===== src/rtl/sdpwm_defines.svh =====
// Purpose: named constants of the dual-output modulator
// Assumes: byte-wide special-function register port
// Notes:   addresses are byte addresses on that port
`ifndef SDPWM_DEFINES_SVH
`define SDPWM_DEFINES_SVH

`define SDPWM_ADDR_CTRL   8'hAE
`define SDPWM_ADDR_C0L    8'hB1
`define SDPWM_ADDR_C0H    8'hB2
`define SDPWM_ADDR_C1L    8'hB3
`define SDPWM_ADDR_C1H    8'hB4

`define SDPWM_CTRL_RST    8'h00
`define SDPWM_DATA_RST    8'h00
`define SDPWM_READ_NONE   8'h00

`define SDPWM_MODE_OFF    3'h0
`define SDPWM_MODE_SINGLE 3'h1
`define SDPWM_MODE_TWIN8  3'h2
`define SDPWM_MODE_TWIN16 3'h3
`define SDPWM_MODE_NRZ    3'h4
`define SDPWM_MODE_DUAL8  3'h5
`define SDPWM_MODE_RZ     3'h6
`define SDPWM_MODE_RSVD   3'h7

`define SDPWM_SRC_DIV15   2'h0
`define SDPWM_SRC_DIV     2'h1
`define SDPWM_SRC_EXT     2'h2
`define SDPWM_SRC_OSC     2'h3

`define SDPWM_PRE_1       2'h0
`define SDPWM_PRE_4       2'h1
`define SDPWM_PRE_16      2'h2
`define SDPWM_PRE_64      2'h3
`define SDPWM_PMASK_1     6'h00
`define SDPWM_PMASK_4     6'h03
`define SDPWM_PMASK_16    6'h0F
`define SDPWM_PMASK_64    6'h3F

`define SDPWM_DIVF_BASE   13'h0020
`define SDPWM_DIVF_ONE    13'h0001
`define SDPWM_DIV15_LAST  4'hE
`define SDPWM_CNT_LAST    16'hFFFF
`define SDPWM_ONE16       16'h0001
`define SDPWM_ZERO16      16'h0000
`define SDPWM_ZERO8       8'h00
`define SDPWM_ONE8        8'h01
`define SDPWM_OE_OFF      1'b1

`endif


===== src/rtl/sdpwm_pkg.sv =====
// Purpose: types of the dual-output modulator
// Assumes: sdpwm_defines.svh holds the numbers
// Notes:   state of the core is one packed struct
`default_nettype none
package sdpwm_pkg;

    typedef struct packed {
        logic       first_output_off;
        logic [2:0] op_select;
        logic [1:0] prescale;
        logic [1:0] clock_source;
    } sdpwm_ctrl_t;

    typedef struct packed {
        logic       we;
        logic [7:0] addr;
        logic [7:0] wdata;
    } sdpwm_sfr_req_t;

    typedef struct packed {
        logic primary_out_a;
        logic primary_out_b;
        logic alternate_out_a;
        logic alternate_out_b;
        logic primary_a_drive_n;
        logic primary_b_drive_n;
        logic alternate_a_drive_n;
        logic alternate_b_drive_n;
    } sdpwm_pins_t;

    typedef struct packed {
        sdpwm_ctrl_t  ctrl;
        logic [7:0]   c0h;
        logic [7:0]   c0l;
        logic [7:0]   c1h;
        logic [7:0]   c1l;
        logic [7:0]   hold0;
        logic [7:0]   hold1;
        logic [15:0]  act0;
        logic [15:0]  act1;
        logic [15:0]  cnt;
        logic [7:0]   cnt_b;
        logic [12:0]  div_cnt;
        logic [3:0]   d15_cnt;
        logic [5:0]   pre_cnt;
        logic [15:0]  acc0;
        logic [15:0]  acc1;
        logic         bit0;
        logic         bit1;
        logic         t0_s1;
        logic         t0_s2;
        logic         t0_prev;
        logic [7:0]   rdata;
        sdpwm_pins_t  pins;
    } sdpwm_state_t;

endpackage

`default_nettype wire


===== src/rtl/sdpwm_core.sv =====
// Purpose: six-mode dual-output pulse-width modulator with sigma-delta modes
// Assumes: byte-wide register port on ref_clk; oscillator is ref_clk itself
// Notes:   all outputs come from the state register
//
// What this block does
// - any control register write clears the modulator counter
// - in 16-bit modes a low byte write goes to a hidden holding byte
// - high byte write loads full value; outputs switch at next cycle start
// - mode field bits 6..4 select one of six modes or disabled
// - prescale field bits 3..2 divides counter clock by 1, 4, 16, 64
// - clock source bits 1..0: divided/15, divided, external pin, oscillator
// - control bit 7 turns off first output, freeing its pin
// - outputs routed to primary or alternate pin pair by configuration bit
// - four data bytes set the duty cycles of both outputs
// - sigma-delta modes give density-modulated output up to sixteen bits
// - single mode: channel 1 sets period, channel 0 sets duty
// - twin 8-bit: out0 falls at low match, out1 between high matches
// - twin 16-bit: full range count, high below value, rise at rollover
// - NRZ mode: high exactly programmed count of every 65536 clocks
`timescale 1ns/1ps
`default_nettype none
`include "sdpwm_defines.svh"

module sdpwm_core (
    input  wire logic                   ref_clk,
    input  wire logic                   rst_n,
    input  wire sdpwm_pkg::sdpwm_sfr_req_t sfr_req,
    output logic [7:0]                  sfr_rdata,
    input  wire logic                   chip_configuration,
    input  wire logic [2:0]             divide_select,
    input  wire logic                   timer_zero_input,
    output var sdpwm_pkg::sdpwm_pins_t  pins
);

    sdpwm_pkg::sdpwm_state_t q;
    sdpwm_pkg::sdpwm_state_t d;

    logic        ext_rise;
    logic [12:0] divf_last;
    logic        div_tick;
    logic        d15_tick;
    logic        src_tick;
    logic [5:0]  pre_mask;
    logic        run;
    logic        is16;
    logic        mod_tick;
    logic [15:0] last;
    logic        wrap;
    logic [16:0] sum0;
    logic [16:0] sum1;
    logic        ch0;
    logic        ch1;
    logic        drive0;
    logic        drive1;

    always_comb begin
        d = q;
        ext_rise = 1'b0;
        ch0 = 1'b0;
        ch1 = 1'b0;

        // pin is asynchronous to ref_clk
        d.t0_s1 = timer_zero_input;
        d.t0_s2 = q.t0_s1;
        d.t0_prev = q.t0_s2;
        ext_rise = q.t0_s2 & ~q.t0_prev;

        divf_last = 13'((`SDPWM_DIVF_BASE << divide_select) - `SDPWM_DIVF_ONE);
        div_tick = (q.div_cnt >= divf_last);
        d.div_cnt = div_tick ? 13'h0000 : 13'(q.div_cnt + `SDPWM_DIVF_ONE);
        d15_tick = div_tick & (q.d15_cnt == `SDPWM_DIV15_LAST);
        if (div_tick) begin
            d.d15_cnt = d15_tick ? 4'h0 : 4'(q.d15_cnt + 4'h1);
        end

        case (q.ctrl.clock_source)
            `SDPWM_SRC_DIV15: src_tick = d15_tick;
            `SDPWM_SRC_DIV:   src_tick = div_tick;
            `SDPWM_SRC_EXT:   src_tick = ext_rise;
            default:          src_tick = 1'b1;
        endcase

        case (q.ctrl.prescale)
            `SDPWM_PRE_1:  pre_mask = `SDPWM_PMASK_1;
            `SDPWM_PRE_4:  pre_mask = `SDPWM_PMASK_4;
            `SDPWM_PRE_16: pre_mask = `SDPWM_PMASK_16;
            default:       pre_mask = `SDPWM_PMASK_64;
        endcase

        // reserved mode is treated as disabled
        run = (q.ctrl.op_select != `SDPWM_MODE_OFF) && (q.ctrl.op_select != `SDPWM_MODE_RSVD);
        is16 = (q.ctrl.op_select == `SDPWM_MODE_SINGLE) || (q.ctrl.op_select == `SDPWM_MODE_TWIN16)
            || (q.ctrl.op_select == `SDPWM_MODE_NRZ) || (q.ctrl.op_select == `SDPWM_MODE_RZ);
        mod_tick = run & src_tick & (q.pre_cnt == pre_mask);
        if (run & src_tick) begin
            d.pre_cnt = (q.pre_cnt == pre_mask) ? 6'h00 : 6'(q.pre_cnt + 6'h01);
        end

        case (q.ctrl.op_select)
            `SDPWM_MODE_SINGLE: last = 16'(q.act1 - `SDPWM_ONE16);
            `SDPWM_MODE_TWIN8:  last = {`SDPWM_ZERO8, q.c1l};
            `SDPWM_MODE_DUAL8:  last = {`SDPWM_ZERO8, q.c1l};
            default:            last = `SDPWM_CNT_LAST;
        endcase
        wrap = (q.cnt >= last);

        sum0 = {1'b0, q.acc0} + {1'b0, q.act0};
        sum1 = {1'b0, q.acc1} + {1'b0, q.act1};

        if (mod_tick) begin
            d.cnt = wrap ? `SDPWM_ZERO16 : 16'(q.cnt + `SDPWM_ONE16);
            d.cnt_b = (q.cnt_b >= q.c1h) ? `SDPWM_ZERO8 : 8'(q.cnt_b + `SDPWM_ONE8);
            // carry out gives exactly act ones per 65536 steps
            d.acc0 = sum0[15:0];
            d.acc1 = sum1[15:0];
            d.bit0 = sum0[16];
            d.bit1 = sum1[16];
            if (wrap) begin
                d.act0 = {q.c0h, q.c0l};
                d.act1 = {q.c1h, q.c1l};
            end
        end
        if (!run) begin
            // idle: first cycle after start uses the current data
            d.act0 = {q.c0h, q.c0l};
            d.act1 = {q.c1h, q.c1l};
        end

        case (q.ctrl.op_select)
            `SDPWM_MODE_SINGLE: begin
                ch1 = (q.cnt < q.act0);
            end
            `SDPWM_MODE_TWIN8: begin
                ch0 = (q.cnt[7:0] < q.c0l);
                // assumes rise byte not above fall byte
                ch1 = (q.cnt[7:0] >= q.c1h) && (q.cnt[7:0] < q.c0h);
            end
            `SDPWM_MODE_TWIN16: begin
                ch0 = (q.cnt < q.act0);
                ch1 = (q.cnt < q.act1);
            end
            `SDPWM_MODE_NRZ: begin
                ch0 = q.bit0;
                ch1 = q.bit1;
            end
            `SDPWM_MODE_DUAL8: begin
                ch0 = (q.cnt[7:0] < q.c0l);
                ch1 = (q.cnt_b < q.c0h);
            end
            `SDPWM_MODE_RZ: begin
                // return to zero in second half of prescaled clock; no half at /1
                ch0 = q.bit0 & (q.pre_cnt <= (pre_mask >> 1));
                ch1 = q.bit1 & (q.pre_cnt <= (pre_mask >> 1));
            end
            default: begin
                ch0 = 1'b0;
                ch1 = 1'b0;
            end
        endcase

        drive0 = run && !q.ctrl.first_output_off && (q.ctrl.op_select != `SDPWM_MODE_SINGLE);
        drive1 = run;
        d.pins.primary_out_a = ch0 & drive0 & ~chip_configuration;
        d.pins.primary_out_b = ch1 & drive1 & ~chip_configuration;
        d.pins.alternate_out_a = ch0 & drive0 & chip_configuration;
        d.pins.alternate_out_b = ch1 & drive1 & chip_configuration;
        // enables low while the modulator owns the pin
        d.pins.primary_a_drive_n = ~(drive0 & ~chip_configuration);
        d.pins.primary_b_drive_n = ~(drive1 & ~chip_configuration);
        d.pins.alternate_a_drive_n = ~(drive0 & chip_configuration);
        d.pins.alternate_b_drive_n = ~(drive1 & chip_configuration);

        // register writes last so they override counting
        if (sfr_req.we) begin
            if (sfr_req.addr == `SDPWM_ADDR_CTRL) begin
                d.ctrl = sdpwm_pkg::sdpwm_ctrl_t'(sfr_req.wdata);
                d.cnt = `SDPWM_ZERO16;
                d.cnt_b = `SDPWM_ZERO8;
                d.pre_cnt = 6'h00;
                d.acc0 = `SDPWM_ZERO16;
                d.acc1 = `SDPWM_ZERO16;
            end else if (sfr_req.addr == `SDPWM_ADDR_C0L) begin
                if (is16) begin
                    d.hold0 = sfr_req.wdata;
                end else begin
                    d.c0l = sfr_req.wdata;
                end
            end else if (sfr_req.addr == `SDPWM_ADDR_C0H) begin
                d.c0h = sfr_req.wdata;
                if (is16) begin
                    d.c0l = q.hold0;
                end
            end else if (sfr_req.addr == `SDPWM_ADDR_C1L) begin
                if (is16) begin
                    d.hold1 = sfr_req.wdata;
                end else begin
                    d.c1l = sfr_req.wdata;
                end
            end else if (sfr_req.addr == `SDPWM_ADDR_C1H) begin
                d.c1h = sfr_req.wdata;
                if (is16) begin
                    d.c1l = q.hold1;
                end
            end
        end

        if (sfr_req.addr == `SDPWM_ADDR_CTRL) begin
            d.rdata = q.ctrl;
        end else if (sfr_req.addr == `SDPWM_ADDR_C0L) begin
            d.rdata = q.c0l;
        end else if (sfr_req.addr == `SDPWM_ADDR_C0H) begin
            d.rdata = q.c0h;
        end else if (sfr_req.addr == `SDPWM_ADDR_C1L) begin
            d.rdata = q.c1l;
        end else if (sfr_req.addr == `SDPWM_ADDR_C1H) begin
            d.rdata = q.c1h;
        end else begin
            d.rdata = `SDPWM_READ_NONE;
        end
    end

    always_ff @(posedge ref_clk or negedge rst_n) begin
        if (!rst_n) begin
            q <= '0;
            // pins stay free digital I/O through reset
            q.pins.primary_a_drive_n <= `SDPWM_OE_OFF;
            q.pins.primary_b_drive_n <= `SDPWM_OE_OFF;
            q.pins.alternate_a_drive_n <= `SDPWM_OE_OFF;
            q.pins.alternate_b_drive_n <= `SDPWM_OE_OFF;
        end else begin
            q <= d;
        end
    end

    assign sfr_rdata = q.rdata;
    assign pins = q.pins;

endmodule

`default_nettype wire


===== config.mk =====
export PLATFORM = sky130hd
export DESIGN_NAME = sdpwm_core
export DESIGN_NICKNAME = d
export VERILOG_FILES = /design/src/rtl/sdpwm_pkg.sv /design/src/rtl/sdpwm_core.sv
export VERILOG_INCLUDE_DIRS = /design/src /design/src/rtl
export SDC_FILE = /design/constraint.sdc
export NUM_CORES = 1
export LEC_CHECK = 0
export ABC_CLOCK_PERIOD_IN_PS = 9100
export BUFFER_PORTS_ARGS = -buffer_cell sky130_fd_sc_hd__buf_2
export CORE_ASPECT_RATIO = 0.7
export CORE_MARGIN = 2
export CORE_UTILIZATION = 28
export DETAILED_ROUTE_END_ITERATION = 12
export GPL_ROUTABILITY_DRIVEN = 0
export PLACE_DENSITY = 0.52
export SYNTH_ARGS = -nofsm -noshare
export SYNTH_HDL_FRONTEND = slang
export SYNTH_SLANG_ARGS = --single-unit

===== constraint.sdc =====
create_clock -name ref_clk -period 9.1 [get_ports ref_clk]
set_input_delay 0.91 -clock ref_clk [delete_from_list [all_inputs] [get_ports ref_clk]]
set_output_delay 0.91 -clock ref_clk [all_outputs]
set_load 0.005 [all_outputs]

; ---- Yosys cells after proc, flatten, opt, wreduce, memory -nomap -nowiden
; Index checks and enable logic that the tools add are counted.
[totals]
ff_bits = 188
in_bits = 24
out_inout_bits = 16
[classes]
add_sub_neg = 9
magnitude_cmp = 10
n_eq_ne = 23
n_shift = 1
mux = 31
n_bitwise = 26
n_reduce_logical = 24
[ops]
columns = operator, n
row1 = $mux 8, 13
row2 = $mux 38, 2
row3 = $mux 32, 2
row4 = $mux 56, 1
row5 = $mux 24, 2
row6 = $eq 8x8->1 const B, 5
row7 = $add 16x16->17, 2
row8 = $mux 34, 1
row9 = $lt 16x16->1, 2
row10 = $pmux 16 s2, 1
row11 = $lt 8x8->1, 3
row12 = $pmux 6 s3, 1
row13 = $add 16x1->16 const B, 1
row14 = $and 1x1->1, 16
row15 = $ge 16x16->1, 1
row16 = $ge 8x8->1, 2
row17 = $mux 16, 1
row18 = $sub 16x1->16 const B, 1
row19 = $add 13x1->13 const B, 1
row20 = $ge 13x13->1, 1
row21 = $mux 13, 1
row22 = $shl 6x3->13 const A, 1
row23 = $sub 13x1->13 const B, 1
row24 = $mux 6, 2
row25 = 31 further kinds, 60

; ---- Depth between registers and ports, before layout
[depth]
word_depth = 10
depth_mapped = 18
depth_no_buf = 17

; ---- Worst setup path after synthesis
; Ideal clock, no wire load.
[synth_timing]
path_type = input to register
from = input divide_select[2]
to = register q[102] (netlist name)
setup_time_ns = 0.125
t_arrival_ns = 3.566
t_required_ns = 8.975
setup_slack_ns = 5.408
cell_stages = 14
path_buffers = 3
cell_sequence = or3_1 ha_1 clkbuf_1 xor2_1 ha_1 a21o_1 a221oi_2 o211ai_1 and2_1 buf_6 nand2_4 nand2_4 buf_6 mux2_4
[synth_via]
elab_chain_len = 9
[synth_lines]
columns = item, line_no
row1 = start: declaration, sdpwm_core.sv:30  ; input wire logic [2:0] divide_select,
row2 = $shl 6x3->13 (no source line) (*), -
row3 = $sub 13x1->13 (no source line) (*), -
row4 = $ge 13x13->1 (*), sdpwm_core.sv:69  ; div_tick = (q.div_cnt >= divf_last);
row5 = $and 1x1->1, sdpwm_core.sv:71  ; d15_tick = div_tick & (q.d15_cnt == `SDPWM_DIV15_LAST);
row6 = $pmux 1 s3 (*), sdpwm_core.sv:76  ; case (q.ctrl.clock_source)
row7 = $and 1x1->1 (*) (2 in a row), sdpwm_core.sv:94  ; mod_tick = run & src_tick & (q.pre_cnt == pre_mask);
row8 = $ne 2x2->1 (no source line) (*), -
row9 = $reduce_and 2->1 (no source line) (*), -
row10 = end: declaration, sdpwm_core.sv:35  ; sdpwm_pkg::sdpwm_state_t q;
; Every way passes the cells marked *; elsewhere a longest branch is shown, timed or not.
; A chain may end at the register's enable or synchronous reset.

; ---- Final worst setup path
[layout_timing]
from = input divide_select[2]
to = register q[100] (netlist name)
; The elaborated chain is that of the path after synthesis.

==> reports/metrics.csv <==
stage,metric,value,unit
detailed_routing,"wirelength, routed",33800,um
detailed_routing,DRT Pass-1 Iters,7,
floorplan,IO Pins,40,
global_routing,vias in the first global route,8996,
clock_tree,Root Buffer,clkbuf_16,
clock_tree,CTS tree,yes,
worst_hold_path,hold_sp,d[17],
setup_path,CP required,9.45,ns
layout,"most common cell after layout, fill and taps aside",dfrtp_1,
clock_tree,"Clk pin slew, worst setup/hold paths",0.08,ns
clock_tree,"Hold-fix buffers, CTS",0,
worst_hold_path,Hold WC Path Type,flop to flop,
setup_path,R2R depth,14,
timing,post-route clock period utilization,47.9,%
detailed_routing,via/cell ratio,4.93,
yosys,Post-synth EDFFs,0,
power_and_ir_drop,power per cell area,141,nW/um^2
outcome,status,finished clean,
layout,Final Non-Filler Cells,1939,
detailed_routing,Routed WL per cell,17.4,um
yosys,Post-Syn Area per Cell,9.26,sq um
yosys,dominant cells by area after synthesis,"dfrtp_1, ha_1, nand2_1",
yosys,post-synthesis cell count,1329,
floorplan,Initial Utilization,28.3,%
detailed_routing,Residual DRC,0,
worst_hold_path,hold endpoint,d[16],
flow_run,# Max-Cap Violations,0,
setup_path,Crit Path Category,input pin to flop,
floorplan,core area,43600,sq um
yosys,share of flip-flops with an asynchronous set or reset,100,%
timing,Tmin final,4.36,ns
timing,Setup Viol. Count Final,0,
placed_design,hpwl dp,24400,um
yosys,Synth Flop Type,dfrtp_1,
clock_tree,H-tree depth,4,
yosys,synthesized flop and latch total,188,
timing,clock skew,0.0125,ns
setup_path,CP Max Fanout,52,
timing,Final Hold Fails,0,
clock_tree,clk_lat worst skew,0.46,ns
setup_path,crit path DAT,4.70,ns
setup_path,critical path startpoint category,input pin,
setup_path,Bufs and invs on worst path,2,
yosys,"Distinct cells, synth",70,
detailed_routing,DR iter-0 viols,809,
yosys,sequential-to-total area share from yosys stat,38.3,%
timing,RSZ-0062 raised after global routing,no,
setup_path,reg2reg end,q[106],
setup_path,reg2reg setup slack,4.91,ns
yosys,top cell type's share of synthesized area,37.4,%
power_and_ir_drop,worst vdd ir,115,uV
setup_path,CP endpoint kind,flop,
setup_path,worst flop-to-flop path startpoint,q[100],
clock_tree,clock sink total,188,
layout,Nets,1494,
floorplan,Die Span Y,179,um
timing,Setup TNS,0,ns
yosys,Synth Warn #,0,
global_routing,Total GRT Usage,15.1,%
detailed_routing,Vias,9561,
global_routing,Congestion Overflow GR,0,
floorplan,row count,64,
yosys,"area leader, netlist",dfrtp_1,
layout,Area Overhead vs Synth,10.0,%
global_routing,initial antenna violation count,0,
layout,"commonest non-fill, non-tap cells in the layout","dfrtp_1, nand2_1, ha_1",
timing,Slew @ Worst Pin,1.16,ns
yosys,Synth Cell Area,12300,sq um
clock_tree,Longest Clk Path Bufs,2,
timing,Final Max Slew Viols,0,
clock_tree,PostCTS Resize Cnt,0,
placed_design,placed cells,1907,
layout,fillers,4586,
setup_path,CP max stage cell,buf_4,
floorplan,Die Wd,255,um
timing,Rel. slew slack,22.6,%
timing,FMAX,230,MHz
setup_path,CP max stage delay,0.50,ns
layout,share of cells above drive strength 1,9.52,%
layout,# diodes,0,
floorplan,die area,45700,sq um
clock_tree,Post CTS Setup Buffer Count,0,
setup_path,CP Cell Sequence,buf_2 -> or3_1 -> ha_1 -> xor2_1 -> ha_1 -> nand4_1 -> nor2_1 -> a221oi_2 -> o211ai_1 -> and2_2 -> buf_4 -> nand2_4 -> nand2_4 -> mux2_2,
global_routing,largest net degree at the start of global routing,115,
global_routing,first-pass GRT wire length,53400,um
setup_path,Worst path top cell family by delay,simple AND/OR/NAND/NOR gates,
clock_tree,Inserted Clock Buffers,17,
yosys,"Net Count, Synth",1491,
placed_design,IO buf count,39,
power_and_ir_drop,Leak,6.69,nW
worst_hold_path,WHS Path Cells,0,
detailed_routing,antenna-violating nets left,0,
==> sequential cells by signal, summed over array words and instances, names as in the netlist <==
name	flops
d	2
sfr_rdata	8
q	170
pins	8
==> report_power, final <==
group | internal, mW | switching, mW | total, mW | leakage, nW
clock | 0.376 | 0.382 | 0.758 | 0.278
combinational | 0.0935 | 0.146 | 0.240 | 3.97
sequential | 0.873 | 0.0414 | 0.915 | 2.44
==> final cells by class <==
type                            count  area (sq um)  share of cell area, %
Clock inverter                     13           121                  0.896
Tap cell                          594           743                   5.49
Inverter                           70           263                   1.94
Clock buffer                       19           453                   3.34
Timing Repair Buffer               46           256                   1.89
Sequential cell                   188          4710                   34.8
Multi-Input combinational cell   1009          7000                   51.7
==> stage by stage <==
step | hold WS (ns) | power, mW | setup WS (ns) | area [sq um] | utilization (%)
2_1_floorplan | 0.331 | 1.08 | 5.41 | 12300 | -
3_3_place_gp | 0.336 | 1.16 | 4.36 | 13000 | 29.8
3_5_place_dp | 0.340 | 1.17 | 4.25 | 13000 | 29.8
4_1_cts | 0.362 | 1.93 | 4.73 | 13500 | 31.1
5_1_grt | 0.377 | 2.01 | 4.46 | 13500 | 31.1
6_report | 0.363 | 1.91 | 4.74 | 13500 | 31.1
==> cells in the mapped netlist, types with 11 or more instances <==
master	n
a211oi_1	13
a21o_1	32
a21oi_1	86
a31oi_1	14
buf_2	19
buf_4	20
clkbuf_1	19
dfrtp_1	184
ha_1	136
inv_1	70
mux2_2	20
mux2i_1	37
nand2_1	166
nand2b_1	15
nand3_1	29
nand4_1	20
nor2_1	121
nor3_1	27
o211ai_1	11
o21a_1	11
o21ai_0	62
xnor2_1	48
xor2_1	28
==> metal layers <==
metal	part of all wire, %	up-vias	GRT usage, %
met1	56	4630	25.1
met2	38	233	19.9
met3	5.3	20	2.42
li1	-	4678	-
met5	0	-	0
met4	0.79	0	2.88
==> worst max-delay path by stage <==
stage,startpoint,end,slack [ns],cells past startpoint
floorplan,divide_select[2],q[102],5.41,14
global route,divide_select[2],q[101],4.46,14
detailed placement,divide_select[2],q[100],4.25,14
finish,divide_select[2],q[100],4.74,14
global placement,divide_select[2],q[100],4.36,14
CTS,divide_select[2],q[100],4.73,14
==> cells by family after synthesis <==
kind of cell,after synthesis,synth area share (%)
XOR/XNOR,76,5.41
AND/OR/NAND/NOR,442,16.5
AO/OA/AOI/OAI,286,14.7
other,1,0.0305
buffers and inverters,132,4.95
adder cells (fa/ha/maj),138,14.1
multiplexers,66,5.94
flip-flops,188,38.3
Note: power is estimated with default switching activity, not from simulation.
